**src/rtl/pac_pkg.sv**
```systemverilog
/*
  Shared constants and types for the pager address classifier.
  Assumes a single 125 MHz clock domain; no software registers.
*/
package pac_pkg;

  // ----------------------------------------------------------------
  // Word ranges
  // ----------------------------------------------------------------
  localparam int          WORD_W     = 21;
  localparam logic [20:0] IDLE_ZERO  = 21'h000000;
  localparam logic [20:0] LONG1_HI   = 21'h008000;
  localparam logic [20:0] SHORT_HI   = 21'h1E0000;
  localparam logic [20:0] LONG3_HI   = 21'h1E8000;
  localparam logic [20:0] LONG4_HI   = 21'h1F0000;
  localparam logic [20:0] SRSV1_HI   = 21'h1F27FF;
  localparam logic [20:0] INFO_HI    = 21'h1F67FF;
  localparam logic [20:0] NET_HI     = 21'h1F77FF;
  localparam logic [20:0] TEMP_HI    = 21'h1F780F;
  localparam logic [20:0] OPER_HI    = 21'h1F781F;
  localparam logic [20:0] SRSV2_HI   = 21'h1F7FFE;
  localparam logic [20:0] IDLE_ONES  = 21'h1FFFFF;

  // ----------------------------------------------------------------
  // Address code fields
  // ----------------------------------------------------------------
  localparam int          CODE_W     = 33;
  localparam int          PH_LSB     = 2;
  localparam int          PH_MSB     = 3;
  localparam int          FR_LSB     = 4;
  localparam int          FR_MSB     = 10;
  localparam logic [32:0] VAL_MIN    = 33'h0_0000_0001;
  localparam logic [32:0] VAL_MAX    = 33'h1_4020_0FFE;
  localparam logic [32:0] SHORT_LIM  = 33'h0_001E_FFFF;
  localparam logic [32:0] LONG_LIM   = 33'h0_0020_1000;
  localparam logic [32:0] SET12_MAX  = 33'h0_4020_1000;
  localparam logic [3:0]  DIG_SHORT  = 4'h7;
  localparam logic [3:0]  DIG_SET12  = 4'h9;
  localparam logic [3:0]  DIG_LONG   = 4'hA;
  localparam logic [2:0]  BATT_DEF   = 3'h4;
  localparam logic [9:0]  FRAME_MAX  = 10'h07F;
  localparam logic [7:0]  CH_A       = 8'h41;
  localparam logic [7:0]  CH_D       = 8'h44;
  localparam logic [7:0]  CH_H       = 8'h48;
  localparam logic [7:0]  CH_L       = 8'h4C;
  localparam logic [7:0]  CH_P       = 8'h50;
  localparam logic [7:0]  CH_S       = 8'h53;
  localparam logic [7:0]  CH_U       = 8'h55;
  localparam logic [7:0]  CH_X       = 8'h58;
  localparam logic [7:0]  CH_Y       = 8'h59;
  localparam logic [7:0]  CH_Z       = 8'h5A;
  localparam logic [3:0]  ALL_PHASES = 4'hF;

  // ----------------------------------------------------------------
  // Types
  // ----------------------------------------------------------------
  typedef enum logic [3:0] {
    PAC_IDLE, PAC_LONG1, PAC_SHORT, PAC_LONG3, PAC_LONG4, PAC_SRSV,
    PAC_INFO, PAC_NET, PAC_TEMP, PAC_OPER, PAC_LONG2
  } pac_cls_t;

  typedef enum logic [2:0] {
    PAC_PAIR_NONE, PAC_PAIR_12, PAC_PAIR_13, PAC_PAIR_14,
    PAC_PAIR_23, PAC_PAIR_24
  } pac_pair_t;

  typedef enum logic [1:0] {
    PAC_SINGLE, PAC_ANY, PAC_ALL
  } pac_kind_t;

  typedef struct packed {
    logic [7:0]  letter;
    logic        has_batt;
    logic [2:0]  batt;
    logic        has_frame;
    logic [9:0]  frame;
    logic        has_ext;
    logic [7:0]  ext;
    logic [3:0]  digits;
    logic [32:0] value;
  } pac_code_t;

  typedef struct packed {
    pac_kind_t   kind;
    logic [1:0]  phase;
    logic [6:0]  frame;
    logic [2:0]  batt;
    logic        frame_known;
    logic        standard;
    logic        err;
  } pac_sched_t;

endpackage

```
**src/rtl/pac_word_range.sv**
```systemverilog
/*
  Combinational range decoder for one 21-bit address word.
  Assumes the caller registers the result.
*/
`timescale 1ns/10ps
module pac_word_range
  import pac_pkg::*;
(
  input  wire logic [20:0] word_i,
  output pac_cls_t         cls_o
);

  // ----------------------------------------------------------------
  // Ordered upper-bound cascade
  // ----------------------------------------------------------------
  always_comb begin
    if (word_i == IDLE_ZERO || word_i == IDLE_ONES) begin
      cls_o = PAC_IDLE;
    end else if (word_i <= LONG1_HI) begin
      cls_o = PAC_LONG1;
    end else if (word_i <= SHORT_HI) begin
      cls_o = PAC_SHORT;
    end else if (word_i <= LONG3_HI) begin
      cls_o = PAC_LONG3;
    end else if (word_i <= LONG4_HI) begin
      cls_o = PAC_LONG4;
    end else if (word_i <= SRSV1_HI) begin
      cls_o = PAC_SRSV;
    end else if (word_i <= INFO_HI) begin
      cls_o = PAC_INFO;
    end else if (word_i <= NET_HI) begin
      cls_o = PAC_NET;
    end else if (word_i <= TEMP_HI) begin
      cls_o = PAC_TEMP;
    end else if (word_i <= OPER_HI) begin
      cls_o = PAC_OPER;
    end else if (word_i <= SRSV2_HI) begin
      cls_o = PAC_SRSV;
    end else begin
      cls_o = PAC_LONG2;
    end
  end

endmodule

```
**src/rtl/pac_code_decode.sv**
```systemverilog
/*
  Combinational decoder of a textual pager_address_code into
  type, phase, frame and battery cycle. Result is registered above.
*/
`timescale 1ns/10ps
module pac_code_decode
  import pac_pkg::*;
(
  input  pac_code_t  code_i,
  output pac_sched_t sched_o
);

  logic std_l;
  logic non_l;
  logic [7:0] off_l;

  // ----------------------------------------------------------------
  // Letter class and field derivation
  // ----------------------------------------------------------------
  always_comb begin
    std_l = (code_i.letter >= CH_A) && (code_i.letter <= CH_L);
    non_l = (code_i.letter >= CH_U) && (code_i.letter <= CH_Z);
    off_l = code_i.letter - CH_U;
    sched_o = '0;
    sched_o.standard = std_l;
    if (std_l) begin
      // Phase bits 2-3 and frame bits 4-10 equal (value div 4) mod 4 and (value div 16) mod 128
      sched_o.phase = code_i.value[PH_MSB:PH_LSB];
      sched_o.frame = code_i.value[FR_MSB:FR_LSB];
      sched_o.frame_known = 1'b1;
      sched_o.batt = code_i.has_batt ? code_i.batt : BATT_DEF;
      if (code_i.letter <= CH_D) begin
        sched_o.kind = PAC_SINGLE;
      end else if (code_i.letter <= CH_H) begin
        sched_o.kind = PAC_ANY;
      end else begin
        sched_o.kind = PAC_ALL;
      end
    end else begin
      sched_o.phase = off_l[1:0];
      sched_o.frame = code_i.frame[6:0];
      sched_o.frame_known = code_i.has_frame;
      sched_o.batt = code_i.has_batt ? code_i.batt : BATT_DEF;
      if (code_i.letter <= CH_X) begin
        sched_o.kind = PAC_SINGLE;
      end else if (code_i.letter == CH_Y) begin
        sched_o.kind = PAC_ANY;
      end else begin
        sched_o.kind = PAC_ALL;
      end
    end
    // Malformed codes
    if (!std_l && !non_l) begin
      sched_o.err = 1'b1;
    end
    if (code_i.has_frame && (!non_l || code_i.frame > FRAME_MAX)) begin
      sched_o.err = 1'b1;
    end
    if (code_i.value < VAL_MIN || code_i.value > VAL_MAX) begin
      sched_o.err = 1'b1;
    end
    if (code_i.value >= SHORT_LIM && code_i.value <= LONG_LIM) begin
      sched_o.err = 1'b1;
    end
    if (code_i.value < SHORT_LIM) begin
      if (code_i.digits != DIG_SHORT) begin
        sched_o.err = 1'b1;
      end
    end else if (code_i.value <= SET12_MAX) begin
      if (code_i.digits != DIG_SET12 && code_i.digits != DIG_LONG) begin
        sched_o.err = 1'b1;
      end
    end else if (code_i.digits != DIG_LONG) begin
      sched_o.err = 1'b1;
    end
    if (code_i.has_ext) begin
      if (code_i.ext < CH_P || code_i.ext > CH_S || code_i.digits != DIG_LONG) begin
        sched_o.err = 1'b1;
      end
    end
  end

endmodule

```
**src/rtl/pac_addr_classifier.sv**
```systemverilog
/*
  Pager address classifier top: classifies received address words,
  pairs long-address words, decodes a loaded pager_address_code and
  tells which phases and frames the decoder must watch.
  Assumes word, code and frame-tick inputs come from logic on sys_clk_i.
*/
`timescale 1ns/10ps
module pac_addr_classifier
  import pac_pkg::*;
(
  input  wire logic        sys_clk_i,
  input  wire logic        resetn_i,
  input  wire logic        word_valid_i,
  input  wire logic [20:0] word_i,
  input  pac_code_t        code_i,
  input  wire logic        code_load_i,
  input  wire logic        frame_tick_i,
  input  wire logic [6:0]  cur_frame_i,
  output logic             word_valid_o,
  output pac_cls_t         word_class_o,
  output logic             addr_valid_o,
  output logic             addr_long_o,
  output pac_pair_t        pair_o,
  output logic [20:0]      addr_word1_o,
  output logic [20:0]      addr_word2_o,
  output logic             sched_valid_o,
  output pac_sched_t       sched_o,
  output logic [3:0]       phase_mask_o,
  output logic             watch_frame_o
);

  // ----------------------------------------------------------------
  // Declarations
  // ----------------------------------------------------------------
  typedef enum logic {
    PAC_ST_WAIT, PAC_ST_HELD
  } pac_pst_t;

  pac_cls_t    cls_l;
  pac_sched_t  dec_l;
  pac_pst_t    pst_r;
  pac_pst_t    pst_nxt;
  pac_cls_t    first_cls_r;
  logic [20:0] first_word_r;
  pac_pair_t   pair_l;
  logic        is_long_first_l;
  logic        is_single_l;
  logic        emit_short_l;
  logic        emit_long_l;
  logic [3:0]  phase_sel_l;
  logic [6:0]  batt_mask_l;
  logic [6:0]  frame_diff_l;
  logic        sched_ok_r;

  // ----------------------------------------------------------------
  // Submodules
  // ----------------------------------------------------------------
  pac_word_range u_range (
    .word_i (word_i),
    .cls_o  (cls_l)
  );

  pac_code_decode u_decode (
    .code_i  (code_i),
    .sched_o (dec_l)
  );

  // ----------------------------------------------------------------
  // Long-pair lookup
  // ----------------------------------------------------------------
  // Only the five legal orderings yield a pair
  always_comb begin
    pair_l = PAC_PAIR_NONE;
    if (first_cls_r == PAC_LONG1) begin
      if (cls_l == PAC_LONG2) begin
        pair_l = PAC_PAIR_12;
      end else if (cls_l == PAC_LONG3) begin
        pair_l = PAC_PAIR_13;
      end else if (cls_l == PAC_LONG4) begin
        pair_l = PAC_PAIR_14;
      end
    end else if (first_cls_r == PAC_LONG2) begin
      if (cls_l == PAC_LONG3) begin
        pair_l = PAC_PAIR_23;
      end else if (cls_l == PAC_LONG4) begin
        pair_l = PAC_PAIR_24;
      end
    end
  end

  // Word kinds that start a pair or stand alone
  always_comb begin
    is_long_first_l = (cls_l == PAC_LONG1) || (cls_l == PAC_LONG2);
    is_single_l     = (cls_l == PAC_SHORT) || (cls_l == PAC_INFO) ||
                      (cls_l == PAC_NET)   || (cls_l == PAC_TEMP) ||
                      (cls_l == PAC_OPER);
  end

  // ----------------------------------------------------------------
  // Pairing state machine
  // ----------------------------------------------------------------
  always_comb begin
    pst_nxt      = pst_r;
    emit_short_l = 1'b0;
    emit_long_l  = 1'b0;
    if (word_valid_i) begin
      case (pst_r)
        PAC_ST_WAIT: begin
          emit_short_l = is_single_l;
          if (is_long_first_l) begin
            pst_nxt = PAC_ST_HELD;
          end
        end
        PAC_ST_HELD: begin
          if (pair_l != PAC_PAIR_NONE) begin
            emit_long_l = 1'b1;
            pst_nxt     = PAC_ST_WAIT;
          end else if (is_long_first_l) begin
            pst_nxt = PAC_ST_HELD;
          end else begin
            emit_short_l = is_single_l;
            pst_nxt      = PAC_ST_WAIT;
          end
        end
        default: begin
          pst_nxt = PAC_ST_WAIT;
        end
      endcase
    end
  end

  // State register
  always_ff @(posedge sys_clk_i or negedge resetn_i) begin
    if (!resetn_i) begin
      pst_r <= PAC_ST_WAIT;
    end else begin
      pst_r <= pst_nxt;
    end
  end

  // First word of a pending long address
  always_ff @(posedge sys_clk_i or negedge resetn_i) begin
    if (!resetn_i) begin
      first_cls_r  <= PAC_IDLE;
      first_word_r <= IDLE_ZERO;
    end else if (word_valid_i) begin
      if (pst_nxt == PAC_ST_HELD && is_long_first_l) begin
        first_cls_r  <= cls_l;
        first_word_r <= word_i;
      end else begin
        first_cls_r <= PAC_IDLE;
      end
    end
  end

  // ----------------------------------------------------------------
  // Word classification outputs
  // ----------------------------------------------------------------
  always_ff @(posedge sys_clk_i or negedge resetn_i) begin
    if (!resetn_i) begin
      word_valid_o <= 1'b0;
      word_class_o <= PAC_IDLE;
    end else begin
      word_valid_o <= word_valid_i;
      if (word_valid_i) begin
        word_class_o <= cls_l;
      end
    end
  end

  // Accepted address outputs
  always_ff @(posedge sys_clk_i or negedge resetn_i) begin
    if (!resetn_i) begin
      addr_valid_o <= 1'b0;
      addr_long_o  <= 1'b0;
      pair_o       <= PAC_PAIR_NONE;
      addr_word1_o <= IDLE_ZERO;
      addr_word2_o <= IDLE_ZERO;
    end else begin
      addr_valid_o <= emit_short_l || emit_long_l;
      if (emit_long_l) begin
        addr_long_o  <= 1'b1;
        pair_o       <= pair_l;
        addr_word1_o <= first_word_r;
        addr_word2_o <= word_i;
      end else if (emit_short_l) begin
        addr_long_o  <= 1'b0;
        pair_o       <= PAC_PAIR_NONE;
        addr_word1_o <= word_i;
        addr_word2_o <= IDLE_ZERO;
      end
    end
  end

  // ----------------------------------------------------------------
  // Schedule from loaded address code
  // ----------------------------------------------------------------
  always_ff @(posedge sys_clk_i or negedge resetn_i) begin
    if (!resetn_i) begin
      sched_valid_o <= 1'b0;
      sched_o       <= '0;
      sched_ok_r    <= 1'b0;
    end else begin
      sched_valid_o <= code_load_i;
      if (code_load_i) begin
        sched_o    <= dec_l;
        sched_ok_r <= !dec_l.err && dec_l.frame_known;
      end
    end
  end

  // Phase select and battery mask, one bit per entry
  genvar gi;
  generate
    for (gi = 0; gi < 4; gi++) begin : g_phase
      assign phase_sel_l[gi] = (dec_l.phase == 2'(gi));
    end
    for (gi = 0; gi < 7; gi++) begin : g_mask
      assign batt_mask_l[gi] = (sched_o.batt > 3'(gi));
    end
  endgenerate

  // Monitored phases: one for single-phase, all four for any/all, none for an erroneous code
  always_ff @(posedge sys_clk_i or negedge resetn_i) begin
    if (!resetn_i) begin
      phase_mask_o <= '0;
    end else if (code_load_i) begin
      if (dec_l.err) begin
        phase_mask_o <= '0;
      end else if (dec_l.kind == PAC_SINGLE) begin
        phase_mask_o <= phase_sel_l;
      end else begin
        phase_mask_o <= ALL_PHASES;
      end
    end
  end

  // ----------------------------------------------------------------
  // Frame watch
  // ----------------------------------------------------------------
  // Seven-bit difference wraps over the 128-frame cycle
  assign frame_diff_l = cur_frame_i - sched_o.frame;

  // Watch on the assigned frame and every 2^b frames after it
  always_ff @(posedge sys_clk_i or negedge resetn_i) begin
    if (!resetn_i) begin
      watch_frame_o <= 1'b0;
    end else if (frame_tick_i) begin
      watch_frame_o <= sched_ok_r && ((frame_diff_l & batt_mask_l) == '0);
    end else begin
      watch_frame_o <= 1'b0;
    end
  end

endmodule

```
**config.mk**
```make
export PLATFORM = sky130hd
export DESIGN_NAME = pac_addr_classifier
export DESIGN_NICKNAME = d
export VERILOG_FILES = /design/src/rtl/pac_pkg.sv /design/src/rtl/pac_word_range.sv /design/src/rtl/pac_code_decode.sv /design/src/rtl/pac_addr_classifier.sv
export SDC_FILE = /design/constraint.sdc
export NUM_CORES = 1
export LEC_CHECK = 0
export BUFFER_PORTS_ARGS = -buffer_cell sky130_fd_sc_hd__buf_4
export CORE_MARGIN = 2
export CORE_UTILIZATION = 46
export DETAILED_ROUTE_END_ITERATION = 8
export PLACE_DENSITY = 0.76
export SYNTH_ARGS = -nofsm -noshare
export SYNTH_HDL_FRONTEND = slang
export SYNTH_SLANG_ARGS = --single-unit
```
**constraint.sdc**
```tcl
create_clock -name sys_clk_i -period 2.31 [get_ports sys_clk_i]
set_input_delay 0.231 -clock sys_clk_i [delete_from_list [all_inputs] [get_ports sys_clk_i]]
set_output_delay 0.231 -clock sys_clk_i [all_outputs]
set_load 0.1 [all_outputs]
```
# After elaboration in Yosys (flattened, before gate mapping)
# Cells that the tools add are included.
[word_totals]
word_cells = 165
register_bits = 102
[classes]
order_cmp = 33
n_addsub = 2
n_mux = 58
reduce_logical = 30
n_eq_ne = 19
bitwise_logic = 2
[ops]
columns = ["cell", "n"]
rows = [
  ["less-or-equal comparator 21 bit (second input constant)", 9],
  ["two-way mux 21 bit", 4],
  ["two-way mux 4 bit", 14],
  ["less-or-equal comparator 8 x 7 -> 1 bit (second input constant)", 5],
  ["greater-or-equal comparator 33 x 21 -> 1 bit (second input constant)", 1],
  ["greater-than comparator 33 bit (second input constant)", 1],
  ["less-or-equal comparator 33 x 22 -> 1 bit (second input constant)", 1],
  ["less-or-equal comparator 33 x 31 -> 1 bit (second input constant)", 1],
  ["< comparator 33 x 1 -> 1 bit (second input constant)", 1],
  ["< comparator 33 x 21 -> 1 bit (second input constant)", 1],
  ["two-way mux 3 bit", 9],
  ["two-way mux 1 bit", 23],
  ["equality test 21 bit (second input constant)", 1],
  ["less-or-equal comparator 21 x 16 -> 1 bit (second input constant)", 1],
  ["zero test 21 bit", 1],
  ["equality test 4 bit (second input constant)", 4],
  ["greater-or-equal comparator 8 x 7 -> 1 bit (second input constant)", 2],
  ["two-way mux 15 bit", 1],
  ["equality test 4 x 3 -> 1 bit (second input constant)", 3],
  ["logical OR 1 bit", 11],
  ["greater-than comparator 10 x 7 -> 1 bit (second input constant)", 1],
  ["two-way mux 2 bit", 5],
  ["greater-than comparator 3 bit (second input constant)", 3],
  ["logical AND 1 bit", 9],
  ["22 further kinds", 32],
]

# Longest topological paths before layout
# Gate-level depths: netlist of run 1.
[logic_depth]
word_depth = 23
ltp_mapped = 11

# Modules after synthesis
# A second synthesis of run 1 with hierarchy kept.
[hier_totals]
cells_unflattened = 559
area_unflattened_um2 = 5680.4
[modules_own_cells]
columns = ["module", "instances", "seq_area_each_um2", "cells_per_inst", "area_each_um2"]
rows = [
  ["pac_addr_classifier", 1, 2552.4, 408, 4650.7],
  ["pac_code_decode", 1, 0.0, 110, 743.2],
  ["pac_word_range", 1, 0.0, 41, 286.5],
]

# Worst setup path before layout of run 1
# Ideal clock, no wire load.
[synth_path]
path_kind = "input to register"
start = "in word_i[14]"
end = "reg first_word_r[10]"
arrival_time_ns = 2.790
n_path_buf = 2
setup_time_ns = 0.125
t_required_ns = 2.185
path_stages = 10
slack_ns = -0.605
cell_sequence = "buf_2 > or4_1 > or4_4 > a211oi_4 > o22ai_2 > o2111a_1 > o21ai_2 > o211ai_4 > buf_6 > mux2_4"
[synth_via]
elab_chain_cells = 23
elab_cells_between_ends = 43
cone_classes = "order compare: 10; eq/ne: 5; mux: 22; reduce/logical: 6"
[synth_lines]
columns = ["element", "line_no", "rtl"]
rows = [
  ["start: declaration", "pac_addr_classifier.sv:14", "input wire logic [20:0] word_i,"],
  ["less-or-equal comparator 21 bit", "pac_word_range.sv:37", "end else if (word_i <= SRSV2_HI) begin"],
  ["two-way mux 4 bit", "pac_word_range.sv:37", ""],
  ["two-way mux 4 bit", "pac_word_range.sv:35", "end else if (word_i <= OPER_HI) begin"],
  ["two-way mux 4 bit", "pac_word_range.sv:33", "end else if (word_i <= TEMP_HI) begin"],
  ["two-way mux 4 bit", "pac_word_range.sv:31", "end else if (word_i <= NET_HI) begin"],
  ["two-way mux 4 bit", "pac_word_range.sv:29", "end else if (word_i <= INFO_HI) begin"],
  ["two-way mux 4 bit", "pac_word_range.sv:27", "end else if (word_i <= SRSV1_HI) begin"],
  ["two-way mux 4 bit", "pac_word_range.sv:25", "end else if (word_i <= LONG4_HI) begin"],
  ["[... 7 more ...]", "n/a", ""],
  ["two-way mux 3 bit, on equally long branches", "pac_addr_classifier.sv:82, pac_addr_classifier.sv:75", ""],
  ["two-way mux 3 bit", "pac_addr_classifier.sv:74", "if (first_cls_r == PAC_LONG1) begin"],
  ["nonzero test 3 bit", "pac_addr_classifier.sv:115", "if (pair_l != PAC_PAIR_NONE) begin"],
  ["two-way mux 1 bit", "pac_addr_classifier.sv:115", ""],
  ["one-hot mux 1 bit (2 select lines)", "pac_addr_classifier.sv:107", "case (pst_r)"],
  ["two-way mux 1 bit", "pac_addr_classifier.sv:106", "if (word_valid_i) begin"],
  ["logical AND 1 bit (*)", "pac_addr_classifier.sv:147", "if (pst_nxt == PAC_ST_HELD && is_long_first_l) begin"],
  ["AND reduction 2 bit (no source line) (*)", "n/a", ""],
  ["end signal: assignment", "pac_addr_classifier.sv:149", "first_word_r <= word_i;"],
  ["end: declaration", "pac_addr_classifier.sv:44", "logic [20:0] first_word_r;"],
]
# Mark *: on every way between the ends. The rest lies on a longest branch, timed or not.
# A chain may end at the register's enable or synchronous reset.

# Worst setup path in the final report of run 1
[layout_path]
start = "in word_i[2]"
end = "reg addr_word2_o[8]"
[layout_via]
elab_chain_cells = 22
elab_cells_between_ends = 55
cone_classes = "order compare: 10; eq/ne: 10; mux: 26; reduce/logical: 9"
[layout_lines]
columns = ["element", "line_no", "rtl"]
rows = [
  ["less-or-equal comparator 21 bit", "pac_word_range.sv:37", ""],
  ["two-way mux 4 bit", "pac_word_range.sv:37", ""],
  ["two-way mux 4 bit", "pac_word_range.sv:35", ""],
  ["two-way mux 4 bit", "pac_word_range.sv:33", ""],
  ["two-way mux 4 bit", "pac_word_range.sv:31", ""],
  ["two-way mux 4 bit", "pac_word_range.sv:29", ""],
  ["two-way mux 4 bit", "pac_word_range.sv:27", ""],
  ["two-way mux 4 bit", "pac_word_range.sv:25", ""],
  ["[... 6 more ...]", "n/a", ""],
  ["two-way mux 3 bit (tied with other cells)", "pac_addr_classifier.sv:83", "if (cls_l == PAC_LONG3) begin"],
  ["two-way mux 3 bit (tied with other cells)", "pac_addr_classifier.sv:82", "end else if (first_cls_r == PAC_LONG2) begin"],
  ["two-way mux 3 bit or logical OR 1 bit (tied branches)", "pac_addr_classifier.sv:74, pac_addr_classifier.sv:95", ""],
  ["nonzero test 3 bit or two-way mux 1 bit (tied branches)", "pac_addr_classifier.sv:115, pac_addr_classifier.sv:118", ""],
  ["two-way mux 1 bit", "pac_addr_classifier.sv:115", ""],
  ["one-hot mux 1 bit (2 select lines) or two-way mux 1 bit (tied branches)", "pac_addr_classifier.sv:107", ""],
  ["two-way mux 1 bit", "pac_addr_classifier.sv:106", ""],
  ["nonzero test 2 bit (no source line) or two-way mux 21 bit (tied branches)", "n/a", ""],
  ["end signal: assignment", "pac_addr_classifier.sv:185", "addr_word2_o <= word_i;"],
  ["end: declaration", "pac_addr_classifier.sv:25", "output logic [20:0] addr_word2_o,"],
]
# Marked as above.

==> out/qor_table.md, run 1 <==
| Item | Reported | Unit |
| --- | --- | --- |
| Total routing resource utilization after global routing | 0.2922 | - |
| Mean number of vias per cell | 5.968 | - |
| Max FO, Critical Path | 6 | - |
| Sum of overflow across all layers after global routing | 0 | - |
| Critical path data required time | 2.57 | ns |
| Highest metal used | met4 | - |
| Share of final-layout standard cells stronger than drive strength 1 | 0.5056 | - |
| Final worst-path cycle share | 1.225 | - |
| Register share of total power | 0.385 | - |
| Core Footprint | 0.01156 | mm² |
| Total Neg Setup Slack | -29.73 | ns |
| Detailed-router iteration count before antenna repair | 5 | - |
| Internal | 3.423 | mW |
| Most area-consuming cells after synthesis | dfrtp_1 46%, a221o_1 4.2%, mux2_4 3.5%, inv_1 2.9%, o31ai_1 2.7% | - |
| Count of cell types in the netlist | 67 | - |
| Row count | 39 | - |
| Mapped cell area | 0.005505 | mm² |
| Per-cell routed wire length | 20.92 | µm |
| Class of the most critical setup path | input pin to flip-flop | - |
| Count of endpoints failing setup in the final report | 73 | - |
| Setup repair after global routing missed its margin | yes | - |
| Clock transition time at the flip-flop clock pins of the worst setup and hold paths | 0.08 | ns |
| Outcome | complete, but fails checks | - |
| Post-detailed-route DRC marker count | 0 | - |
| EDFF count, synth | 0 | - |
| CTS tree | done | - |
| Fraction of synthesis flops using an asynchronous set or reset pin | 1.000 | - |
| Most frequently used flop master after synthesis | dfrtp_1 | - |
| Iteration-0 DRC Markers | 518 | - |
| Global placer's final weighted congestion | 0.9283 | - |
| Number of buffers inserted during clock tree synthesis | 9 | - |
| WL met2 | 9713 | µm |
| Portion of synthesized cell area occupied by the leading cell type | 0.4636 | - |
| Worst-Skew Late Latency | 0.35 | ns |
| Leakage Power | 4.294 | nW |
| Most common cell after layout, fill and taps aside | buf_4 | - |
| Mean Syn Cell Area | 10.35 | µm² |
| Total number of vias | 5658 | - |
| Number of I/O pins | 177 | - |
| Final Critical Period | 2.830 | ns |
| Number of nets still failing antenna checks after routing | 0 | - |
| Transition time of the tightest slew-check pin | 0.5912 | ns |
| Post-synth top area cell | dfrtp_1 | - |
| Metal3 WL | 1409 | µm |
| Clock net sink count | 102 | - |
| Hpwl dp | 12600 | µm |
| Final slew viol count | 0 | - |
| Port-buffer cells | 174 | - |
| Worst-case setup margin in the final layout | -0.5203 | ns |
| Critical path arrival | 3.09 | ns |
| Max Cap Viol | 0 | - |
| Depth of the CTS H-tree | 3 | - |
| Setup skew after layout | 0.01334 | ns |
| Initial cell density of the core | 0.4760 | - |
| Routed met1 length | 8171 | µm |
| Maximum buffer depth of the clock tree | 2 | - |
| Violated checks | negative setup slack | - |
| Fill cell instance count of the final layout | 733 | - |
| Vias in the first global route | 5580 | - |
| Worst-case vdd ir drop | 368.4 | µV |
| Post-synth net total | 645 | - |
| Chip width | 113.4 | µm |
| Full die area | 0.01286 | mm² |
| Switching power share of the total | 0.3388 | - |
| Combinational Power Share | 0.286 | - |
| Height of the die | 113.4 | µm |
| Count of synthesis-stage warnings from yosys | 0 | - |
| Commonest cells after routing, fill and taps aside | 250 x buf_4, 97 x dfrtp_1, 41 x inv_1 | - |
| Pre-CTS setup slack | -0.8611 | ns |
| Count of inserted antenna diode cells | 0 | - |
| Psw | 1.754 | mW |
| Maximum clock frequency | 353.3 | MHz |
| Crit path launch type | input pin | - |
| Global-route wire length before repair | 29530 | µm |
| Final core utilization | 0.7491 | - |
| Final net count | 913 | - |
| Number of antenna violations at the first check in global routing | 0 | - |
| Total power divided by cell area | 597.6 | mW/mm² |
| Cells after Synth | 532 | - |
| Clock power frac | 0.330 | - |
| Overall routed net length | 19830 | µm |
| Sequential cell area fraction in the yosys report | 0.4636 | - |
| Cell at the root of the clock tree | clkbuf_16 | - |
| Area growth from synthesis to final layout | 57.36 | % |
| Largest net degree at the start of global routing | 44 | - |
| Crit path capture type | flip-flop | - |
| Number of register bits inferred by synthesis | 102 | - |
| Class of the tightest hold or removal check | input pin to flip-flop | - |
| Headroom to the max-slew limit | 0.6059 | - |
| Final Hold Vio Count | 0 | - |
## state kept, by name, summed over array words and instances (netlist names)
register       count
pair_o             3
word_class_o       4
sched_o           17
first_word_r      21
sched_valid_o      1
first_cls_r        4
sched_ok_r         1
word_valid_o       1
addr_word2_o      21
addr_valid_o       1
addr_word1_o      21
watch_frame_o      1
pst_r              1
phase_mask_o       4
addr_long_o        1
## power by group through the flow
| stage | clock (mW) | combinational (mW) | sequential [mW] |
|---|---|---|---|
| 2_1_floorplan | 0 | 0.329 | 2.52 |
| 6_report | 1.71 | 1.48 | 1.99 |
| 3_5_place_dp | 0 | 1.36 | 2.01 |
| 4_1_cts | 1.71 | 1.42 | 1.98 |
| 3_3_place_gp | 0 | 1.33 | 2.01 |
| 5_1_grt | 1.78 | 1.55 | 2.00 |
## per-layer routing
layer | vias up | track usage
met3 | 47 | 0.05526
met5 | - | 0
met1 | 2810 | 0.3992
li1 | 2501 | -
met4 | 0 | 0.09187
met2 | 300 | 0.4758
## path summary, 6_finish.rpt
| check | from | end | slack [ns] | depth (start not counted) |
|---|---|---|---|---|
| min in group asynchronous | resetn_i | first_word_r[19] | 0.43 | 2 |
| hold / removal | code_i[60] | sched_o[5] | 0.08 | 2 |
| hold reg to reg | first_word_r[19] | first_word_r[19] | 0.48 | 1 |
| max in group asynchronous | resetn_i | phase_mask_o[1] | 1.20 | 3 |
| setup / recovery | word_i[2] | addr_word2_o[8] | -0.52 | 12 |
| setup reg to reg | sched_o[6] | watch_frame_o | -0.04 | 11 |
## kinds of logic (layout without fill, tap and decap cells)
kind of cell	Yosys count	in the layout	synth area share
compound gates	147	149	0.2064
xor+xnor	6	6	0.009545
fa+ha+maj	11	11	0.02636
buf+inv	66	337	0.05273
flops	102	102	0.4636
mux	32	32	0.07205
simple gates	168	168	0.1693
## through the flow
step	power, mW	std cells	cell area, µm²	hold slack [ns]
after CTS	5.106	939	8328	0.06913
after global routing	5.328	948	8663	0.07641
final	5.177	948	8663	0.07950
after floorplan	2.848	532	5590	-0.06459
after detailed placement	3.370	901	7530	0.2695
after global placement	3.341	901	7530	0.2624
## timing repair
item | in CTS | in global routing
buffers inserted | 15 | 6
resized for setup | 54 | 51
hold endpoints to repair | 39 | 0
cloned | 6 | 3
hold buffers | 1 | 0
setup endpoints to repair | 73 | 73
pin swaps | 7 | 20
## synth_stat cells, types with 9 or more instances
master	n
nor2_1	34
a221o_1	23
nand2_1	32
o21ai_0	21
and2_1	20
mux2_4	13
nand4_1	11
nor2b_1	12
ha_1	10
dfrtp_1	102
mux2i_1	10
nand2b_1	9
clkbuf_1	10
a21oi_1	25
a21o_1	17
mux2_2	9
buf_2	10
inv_1	42
o31ai_1	20
## cell type report
type	count	area [µm²]	area share
Sequential cell	102	2566	0.2962
Clock inverter	4	77.57	0.008954
Clock buffer	12	256.5	0.02961
Timing Repair Buffer	279	2352	0.2715
Inverter	42	157.7	0.01820
Tap cell	143	178.9	0.02065
Multi-Input combinational cell	366	3074	0.3549
## critical path, stage by stage
cell and delay [ns]:
buf_6 0.10, or4_1 0.51, or4_4 0.62, a211oi_4 0.26, o22ai_2 0.15, o211ai_2 0.23, a311oi_4 0.15, buf_6 0.19
buf_6 0.13, buf_12 0.13, clkbuf_16 0.18, o31ai_4 0.20
Note: power is estimated with default switching activity, not from simulation.
==> run 2: changes to the inputs <==
--- a/config.mk
+++ b/config.mk
@@ -6,10 +6,12 @@
 export NUM_CORES = 1
 export LEC_CHECK = 0
 export BUFFER_PORTS_ARGS = -buffer_cell sky130_fd_sc_hd__buf_4
+export CELL_PAD_IN_SITES_DETAIL_PLACEMENT = 1
+export CELL_PAD_IN_SITES_GLOBAL_PLACEMENT = 1
 export CORE_MARGIN = 2
-export CORE_UTILIZATION = 46
+export CORE_UTILIZATION = 35
 export DETAILED_ROUTE_END_ITERATION = 8
-export PLACE_DENSITY = 0.76
+export PLACE_DENSITY_LB_ADDON = 0.1
 export SYNTH_ARGS = -nofsm -noshare
 export SYNTH_HDL_FRONTEND = slang
 export SYNTH_SLANG_ARGS = --single-unit
==> constraint.sdc (replaced) <==
create_clock -name sys_clk_i -period 2.3 [get_ports sys_clk_i]
set_input_delay 0.23 -clock sys_clk_i [delete_from_list [all_inputs] [get_ports sys_clk_i]]
set_output_delay 0.23 -clock sys_clk_i [all_outputs]
set_load 0.1 [all_outputs]
==> run 2 against run 1 <==
  * Clock skew is 0.0079 ns lower
  * Via count is 5.9% lower
  * Count of clock-buffer cells in the layout stayed put
  * Wire length is 0.83% lower
  * Utilization is 18 points lower
  * First-iteration DRC count is 53% lower
  * Critical endpoint is now addr_word1_o[5]
  * Sequential share of layout area is 0.14 points lower
  * Worst setup slack worse by 0.069 ns
  * The run still ends with negative setup slack left
==> out/qor_table.md, run 2 (synthesis results as in run 1) <==
| Item | Reported | Unit | Delta |
| --- | --- | --- | --- |
| Vias in the first global route | 5583 | - | was 5580 |
| Setup slack on the worst flop-to-flop path | 0.02 | ns | was -0.04 ns |
| Maximum buffer depth of the clock tree | 2 | - | unchanged |
| Most common cell after layout, fill and taps aside | buf_4 | - | unchanged |
| Row count | 45 | - | was 39 |
| Worst-Skew Late Latency | 0.35 | ns | about the same |
| Core Footprint | 0.01526 | mm² | was 0.01156 mm² |
| Worst flop-to-flop path startpoint | sched_o[7] | - | was sched_o[6] |
| Cell at the root of the clock tree | clkbuf_16 | - | unchanged |
| Hold Path Stages | 2 | - | unchanged |
| Placed instance count | 972 | - | was 901 |
| Iteration-0 DRC Markers | 246 | - | was 518 |
| Pre-CTS setup slack | -0.9379 | ns | was -0.8611 ns |
| Number of nets still failing antenna checks after routing | 0 | - | unchanged |
| Count of endpoints failing setup in the final report | 72 | - | was 73 |
| Max Cap Viol | 0 | - | unchanged |
| Final cell count without fillers | 1012 | - | was 948 |
| Maximum clock frequency | 346.1 | MHz |  |
| Mean number of vias per cell | 5.264 | - | was 5.968 |
| Psw | 1.707 | mW | was 1.754 mW |
| Clock transition time at the flip-flop clock pins of the worst setup and hold paths | 0.07 | ns | was 0.08 ns |
| Height of the die | 129.4 | µm | was 113.4 µm |
| Max FO, Critical Path | 7 | - | was 6 |
| Total number of vias | 5327 | - | was 5658 |
| Crit path capture type | flip-flop | - | unchanged |
| Commonest cells after routing, fill and taps aside | 242 x buf_4, 97 x dfrtp_1, 41 x inv_1 | - | was 250 x buf_4, 97 x dfrtp_1, 41 x inv_1 |
| Headroom to the max-slew limit | 0.6331 | - | was 0.6059 |
| Final Hold Vio Count | 0 | - | unchanged |
| Class of the most critical setup path | input pin to flip-flop | - | unchanged |
| Critical path arrival | 3.12 | ns | was 3.09 ns |
| Final Critical Period | 2.889 | ns |  |
| Area occupied by multi-input gates | 0.003098 | mm² | was 0.003074 mm² |
| Full die area | 0.01675 | mm² | was 0.01286 mm² |
| Cell type group with the largest total delay on the critical path | simple AND/OR/NAND/NOR gates | - | unchanged |
| Share of final-layout standard cells stronger than drive strength 1 | 0.4707 | - | was 0.5056 |
| Layout Cell Area excl Fill | 0.008706 | mm² | was 0.008663 mm² |
| Global placer's final weighted congestion | 0.8529 | - | was 0.9283 |
| Cells traversed along the worst timing path | buf_6 > or4_4 > or4_4 > a211oi_4 > buf_6 > o21a_1 > nor2_1 > mux2i_1 > buf_4 > nor2_4 > clkbuf_16 > a221o_1 | - | was buf_6 > or4_1 > or4_4 > a211oi_4 > o22ai_2 > o211ai_2 > a311oi_4 > buf_6 > buf_6 > buf_12 > clkbuf_16 > o31ai_4 |
| Hold path startpoint | code_i[60] | - | unchanged |
| Final net count | 910 | - | was 913 |
| Count of buffer and inverter cells on the critical path | 4 | - | was 5 |
| Number of antenna violations at the first check in global routing | 0 | - | unchanged |
| Setup repair after global routing missed its margin | yes | - | unchanged |
| Count of inserted antenna diode cells | 0 | - | unchanged |
| Detailed-router iteration count before antenna repair | 4 | - | was 5 |
| Number of I/O pins | 177 | - | unchanged |
| CTS tree | done | - | unchanged |
| Chip width | 129.4 | µm | was 113.4 µm |
| Per-cell routed wire length | 19.43 | µm | was 20.92 µm |
| Post-detailed-route DRC marker count | 0 | - | unchanged |
| Combinational Power Share | 0.305 | - | was 0.286 |
| Initial cell density of the core | 0.3608 | - | was 0.4760 |
| Clock power frac | 0.292 | - | was 0.330 |
| Port-buffer cells | 174 | - | unchanged |
| Class of the tightest hold or removal check | input pin to flip-flop | - | unchanged |
| Depth of the CTS H-tree | 3 | - | unchanged |
| Cell with the largest stage delay on the worst path | or4_4 | - | unchanged |
| Internal | 3.229 | mW | was 3.423 mW |
| Critical path data required time | 2.53 | ns | was 2.57 ns |
| Hpwl dp | 13710 | µm | was 12600 µm |
| Final slew viol count | 0 | - | unchanged |
| Worst-case vdd ir drop | 436.5 | µV | was 368.4 µV |
| Slowest stage delay, CP | 0.62 | ns | about the same |
| Total power divided by cell area | 567.0 | mW/mm² | was 597.6 mW/mm² |
| Overall routed net length | 19670 | µm | was 19830 µm |
| Register share of total power | 0.403 | - | was 0.385 |
| End point of the worst hold path | sched_o[5] | - | unchanged |
| Number of buffers inserted during clock tree synthesis | 9 | - | unchanged |
| Instance area after placement | 0.007687 | mm² | was 0.007530 mm² |
| Setup skew after layout | 0.005419 | ns | was 0.01334 ns |
| Total routing resource utilization after global routing | 0.2221 | - | was 0.2922 |
| Crit path launch type | input pin | - | unchanged |
| Global-route wire length before repair | 28880 | µm | was 29530 µm |
| Final worst-path cycle share | 1.256 | - |  |
| Leakage Power | 4.209 | nW | was 4.294 nW |
| Outcome | complete, but fails checks | - | unchanged |
| Fill cell instance count of the final layout | 1646 | - | was 733 |
| Transition time of the tightest slew-check pin | 0.5429 | ns | was 0.5912 ns |
| Sum of overflow across all layers after global routing | 0 | - | unchanged |
| Leading registers by flop count | addr_word1_o x21, addr_word2_o x21, first_word_r x21 | - | unchanged |
| Final core utilization | 0.5706 | - | was 0.7491 |
| Worst-case reg-to-reg path depth | 10 | - | was 11 |
| End of the worst register-to-register path | watch_frame_o | - | unchanged |
| Switching power share of the total | 0.3459 | - | was 0.3388 |
| Pwr Total | 4.937 | mW | was 5.177 mW |
| Worst-case setup margin in the final layout | -0.5892 | ns | was -0.5203 ns |
| Largest net degree at the start of global routing | 56 | - | was 44 |
| Clock net sink count | 102 | - | unchanged |
| Violated checks | negative setup slack | - | unchanged |
| FF+latch area | 0.002566 | mm² | unchanged |
| Area growth from synthesis to final layout | 58.14 | % | was 57.36% |
-- run 2: changes by cell type in the layout (fill, tap and decap cells not counted), moves of 5 or more --
cell / before / now
and2_4: 16 / 0
and2_1: 5 / 20
o31ai_4: 6 / 16
nand2_1: 21 / 30
buf_4: 250 / 242
o31ai_2: 10 / 2
nand2_4: 5 / 0
-- run 2: final cells by class --
| cell class | instances | area share |
|---|---|---|
| clock buffer | 12 | 0.02946 |
| inverter | 42 | 0.01811 |
| sequential | 102 | 0.2948 |
| clock inverter | 3 | 0.002300 |
| multi-input combinational | 366 | 0.3558 |
| timing repair buffer | 276 | 0.2692 |
| tap | 211 | 0.03032 |
-- run 2: worst max-delay path by stage --
stage                            end  slack (ns)  startpoint  cells past startpoint
CTS                  first_word_r[3]       -0.43   word_i[6]                     10
global route        addr_word1_o[18]       -0.65  word_i[11]                     12
floorplan           first_word_r[10]       -0.57   word_i[2]                      9
global placement     addr_word1_o[6]       -0.82   word_i[6]                     10
finish               addr_word1_o[5]       -0.59  word_i[11]                     12
detailed placement   addr_word2_o[3]       -0.94   word_i[2]                     11
-- run 2: worst reg2reg max path, stage by stage, from the launching register on --
cell       delay, ns
dfrtp_4         0.50
inv_1           0.07
ha_1            0.22
nor2b_1         0.13
o21ai_0         0.15
nand2b_1        0.09
a21o_1          0.23
a2111oi_4       0.36
a211oi_2        0.05
o21a_1          0.19
a311oi_2        0.19
-- run 2: layer usage --
metal	vias up	wire length (µm)	GRT usage	part of all wire
li1	2485	-	-	-
met1	2684	8628	0.2951	0.44
met2	135	9808	0.3728	0.50
met3	23	886	0.03220	0.045
met4	0	345	0.07780	0.018
met5	-	0	0	0
-- run 2: repair_timing --
| item | in CTS | in global routing |
|---|---|---|
| gates cloned | 2 | 4 |
| buffers inserted | 9 | 10 |
| setup endpoints to repair | 73 | 73 |
| pin swaps | 11 | 50 |
| hold buffers | 1 | 0 |
| gates resized for setup | 47 | 42 |
| endpoints found under the hold margin | 22 | 0 |
-- run 2: per-stage QoR --
| step | hold WS, ns | TNS, ns |
|---|---|---|
| after CTS | 0.07444 | -25.17 |
| after floorplan | -0.06559 | -34.62 |
| after global routing | 0.1041 | -42.56 |
| after detailed placement | 0.1652 | -59.05 |
| after global placement | 0.1585 | -55.62 |
| final | 0.08669 | -37.42 |
-- run 2: power groups by stage --
| stage | sequential, mW | combinational [mW] | clock [mW] |
|---|---|---|---|
| after floorplan | 2.53 | 0.331 | 0 |
| final | 1.99 | 1.50 | 1.44 |
| after CTS | 1.99 | 1.44 | 1.47 |
| after global routing | 2.00 | 1.58 | 1.54 |
| after global placement | 2.02 | 1.36 | 0 |
| after detailed placement | 2.02 | 1.39 | 0 |
==> run 3: changes to the inputs <==
--- a/config.mk
+++ b/config.mk
@@ -11,7 +11,9 @@
 export CORE_MARGIN = 2
 export CORE_UTILIZATION = 35
 export DETAILED_ROUTE_END_ITERATION = 8
+export HOLD_SLACK_MARGIN = 0.1
 export PLACE_DENSITY_LB_ADDON = 0.1
+export REMOVE_ABC_BUFFERS = 1
 export SYNTH_ARGS = -nofsm -noshare
 export SYNTH_HDL_FRONTEND = slang
 export SYNTH_SLANG_ARGS = --single-unit
==> run 3 against run 2 <==
  * The flow still finishes with violations (negative setup slack)
  * Worst hold slack better by 0.041 ns
  * Wire length is 18% higher
  * Critical path depth stayed put
  * Highest routed layer unchanged
==> out/qor_table.md, run 3 (synthesis results as in run 1) <==
| Item | Reported | Unit | Delta |
| --- | --- | --- | --- |
| Outcome | complete, but fails checks | - | unchanged |
| Violated checks | negative setup slack | - | unchanged |
| Combinational Power Share | 0.289 | - | was 0.305 |
| Max Cap Viol | 0 | - | unchanged |
| Leakage Power | 4.436 | nW | was 4.209 nW |
| Worst-Skew Late Latency | 0.36 | ns | was 0.35 ns |
| Share of final-layout standard cells stronger than drive strength 1 | 0.5109 | - | was 0.4707 |
| WL met2 | 12240 | µm | was 9808 µm |
| Height of the die | 129.4 | µm | unchanged |
| Core Footprint | 0.01526 | mm² | unchanged |
| Port-buffer cells | 174 | - | unchanged |
| Per-cell routed wire length | 22.45 | µm | was 19.43 µm |
| Number of antenna violations at the first check in global routing | 0 | - | unchanged |
| Cell with the largest stage delay on the worst path | or4_4 | - | unchanged |
| Headroom to the max-slew limit | 0.4100 | - | was 0.6331 |
| Cell at the root of the clock tree | clkbuf_16 | - | unchanged |
| Total power divided by cell area | 592.2 | mW/mm² | was 567.0 mW/mm² |
| Final net count | 930 | - | was 910 |
| Critical path arrival | 3.16 | ns | was 3.12 ns |
| Routed met1 length | 8744 | µm | was 8628 µm |
| Clock net sink count | 102 | - | unchanged |
| Mean number of vias per cell | 5.499 | - | was 5.264 |
| Most common cell after layout, fill and taps aside | buf_4 | - | unchanged |
| Slowest stage delay, CP | 0.55 | ns | was 0.62 ns |
| Clock transition time at the flip-flop clock pins of the worst setup and hold paths | 0.07 | ns | about the same |
| Max FO, Critical Path | 7 | - | unchanged |
| Final Hold Vio Count | 0 | - | unchanged |
| Final slew viol count | 0 | - | unchanged |
| Number of buffers inserted during clock tree synthesis | 9 | - | unchanged |
| Worst-case setup margin in the final layout | -0.6241 | ns | was -0.5892 ns |
| Row count | 45 | - | unchanged |
| Count of endpoints failing setup in the final report | 72 | - | unchanged |
| Clock power frac | 0.335 | - | was 0.292 |
| Maximum clock frequency | 342.0 | MHz | was 346.1 MHz |
| Overall routed net length | 23190 | µm | was 19670 µm |
| Crit path top cell by count | buf_4 | - |  |
| Count of buffer and inverter cells on the critical path | 4 | - | unchanged |
| Crit path launch type | input pin | - | unchanged |
| Psw | 1.813 | mW | was 1.707 mW |
| Hpwl dp | 13900 | µm | was 13710 µm |
| Cell type group with the largest total delay on the critical path | compound AO/OA/AOI/OAI gates | - | was simple AND/OR/NAND/NOR gates |
| Final core utilization | 0.5876 | - | was 0.5706 |
| Class of the most critical setup path | input pin to flip-flop | - | unchanged |
| Cells traversed along the worst timing path | buf_4 > or4_4 > buf_4 > nor3_1 > a221o_1 > nor4b_2 > buf_4 > nand3_2 > a311oi_4 > buf_6 > o21ba_4 > a221o_1 | - | was buf_6 > or4_4 > or4_4 > a211oi_4 > buf_6 > o21a_1 > nor2_1 > mux2i_1 > buf_4 > nor2_4 > clkbuf_16 > a221o_1 |
| Depth of the CTS H-tree | 3 | - | unchanged |
| Worst-case vdd ir drop | 358.7 | µV | was 436.5 µV |
| Setup skew after layout | 0.008936 | ns | was 0.005419 ns |
| Chip width | 129.4 | µm | unchanged |
| Largest net degree at the start of global routing | 46 | - | was 56 |
| CTS tree | done | - | unchanged |
| Crit path capture type | flip-flop | - | unchanged |
| Layout Cell Area excl Fill | 0.008966 | mm² | was 0.008706 mm² |
| Total number of vias | 5680 | - | was 5327 |
| Initial cell density of the core | 0.3608 | - | unchanged |
| Commonest cells after routing, fill and taps aside | 259 x buf_4, 102 x dfrtp_1, 41 x inv_1 | - | was 242 x buf_4, 97 x dfrtp_1, 41 x inv_1 |
| Area growth from synthesis to final layout | 62.86 | % | was 58.14% |
| Transition time of the tightest slew-check pin | 0.8840 | ns | was 0.5429 ns |
| Number of I/O pins | 177 | - | unchanged |
| Register share of total power | 0.375 | - | was 0.403 |
| Count of inserted antenna diode cells | 0 | - | unchanged |
| Class of the tightest hold or removal check | input pin to flip-flop | - | unchanged |
| Internal | 3.497 | mW | was 3.229 mW |
| Maximum buffer depth of the clock tree | 2 | - | unchanged |
| Final worst-path cycle share | 1.271 | - | was 1.256 |
| Switching power share of the total | 0.3414 | - | was 0.3459 |
| Sum of overflow across all layers after global routing | 0 | - | unchanged |
| Detailed-router iteration count before antenna repair | 4 | - | unchanged |
| Setup repair after global routing missed its margin | yes | - | unchanged |
| Instance area after placement | 0.007580 | mm² | was 0.007687 mm² |
| Leading registers by flop count | addr_word1_o x21, addr_word2_o x21, first_word_r x21 | - | unchanged |
| Final Critical Period | 2.924 | ns | was 2.889 ns |
| Global-route wire length before repair | 34420 | µm | was 28880 µm |
| Highest metal used | met4 | - | unchanged |
| Vias in the first global route | 6255 | - | was 5583 |
| Full die area | 0.01675 | mm² | unchanged |
| Critical path data required time | 2.53 | ns | about the same |
| Iteration-0 DRC Markers | 333 | - | was 246 |
| Number of nets still failing antenna checks after routing | 0 | - | unchanged |
| Global placer's final weighted congestion | 0.8722 | - | was 0.8529 |
| Post-detailed-route DRC marker count | 0 | - | unchanged |
| Total routing resource utilization after global routing | 0.2701 | - | was 0.2221 |
| Metal3 WL | 1397 | µm | was 886 µm |
## run 3: changes by cell type in the layout (fill, tap and decap cells not counted), moves of 3 or more
cell and change:
dfrtp_1 +5, o31ai_4 -9, bufinv_16 +3, and2_1 -9, nand2_4 +12, nand2_1 -14
and2_4 +10, buf_4 +17, o31ai_2 +9, buf_16 +4, dfrtp_4 -3, buf_6 -4
## run 3: cell type report
class / instances / area [µm²]
Clock buffer: 10 / 229.0
Clock inverter: 6 / 110.1
Fill cell: 1650 / 6292
Inverter: 42 / 157.7
Multi-Input combinational cell: 370 / 3172
Sequential cell: 102 / 2552
Tap cell: 211 / 264.0
Timing Repair Buffer: 292 / 2481
## run 3: power by group through the flow
stage               Clock (mW)  Combinational, mW  Sequential [mW]
finish                    1.78               1.54             1.99
global route              1.87               1.61             2.01
CTS                       1.77               1.48             1.98
detailed placement           0               1.38             2.01
global placement             0               1.35             2.01
floorplan                    0              0.301             2.52
## run 3: worst register-to-register path, cell delays in order, from the launching register on
cell      delay [ns]
dfrtp_1         0.40
nor4b_1         0.46
buf_4           0.23
nor2_1          0.10
inv_1           0.11
o2111a_1        0.22
o21ai_2         0.09
o211ai_4        0.14
buf_12          0.24
mux2_2          0.38
## run 3: path summary, 6_finish.rpt
check	endpoint	startpoint	slack [ns]	depth (start not counted)
worst max-delay path	addr_word1_o[13]	word_i[6]	-0.62	12
worst min-delay path	sched_o[4]	code_i[58]	0.13	3
worst max register to register	first_word_r[0]	first_cls_r[1]	-0.18	9
worst min register to register	addr_word2_o[19]	addr_word2_o[19]	0.48	1
max in group asynchronous	pst_r	resetn_i	1.22	3
min in group asynchronous	addr_word2_o[5]	resetn_i	0.40	2
## run 3: through the flow
step                      cells  power, mW  hold slack, ns  setup TNS, ns  worst slack (ns)
final                      1033      5.310          0.1274         -38.19           -0.6241
after global placement      971      3.356          0.2580         -68.16            -1.081
after global routing       1033      5.488          0.1444         -42.86           -0.7031
after CTS                  1024      5.233          0.1313         -30.20           -0.4780
after floorplan             508      2.824        -0.06559        -105.92            -2.045
after detailed placement    971      3.398          0.2695         -75.29            -1.208
## run 3: timing repair
item	4_1_cts	5_1_grt
hold buffers	3	0
pin swaps	22	21
resized for setup	97	40
endpoints found under the hold margin	43	0
buffers inserted	24	9
endpoints found under the setup margin	73	73
gates cloned	11	2
## run 3: routing by layer
| metal | vias up | global-route usage |
|---|---|---|
| li1 | 2532 | - |
| met5 | - | 0 |
| met4 | 0 | 0.1132 |
| met3 | 64 | 0.04624 |
| met2 | 239 | 0.4966 |
| met1 | 2845 | 0.3097 |
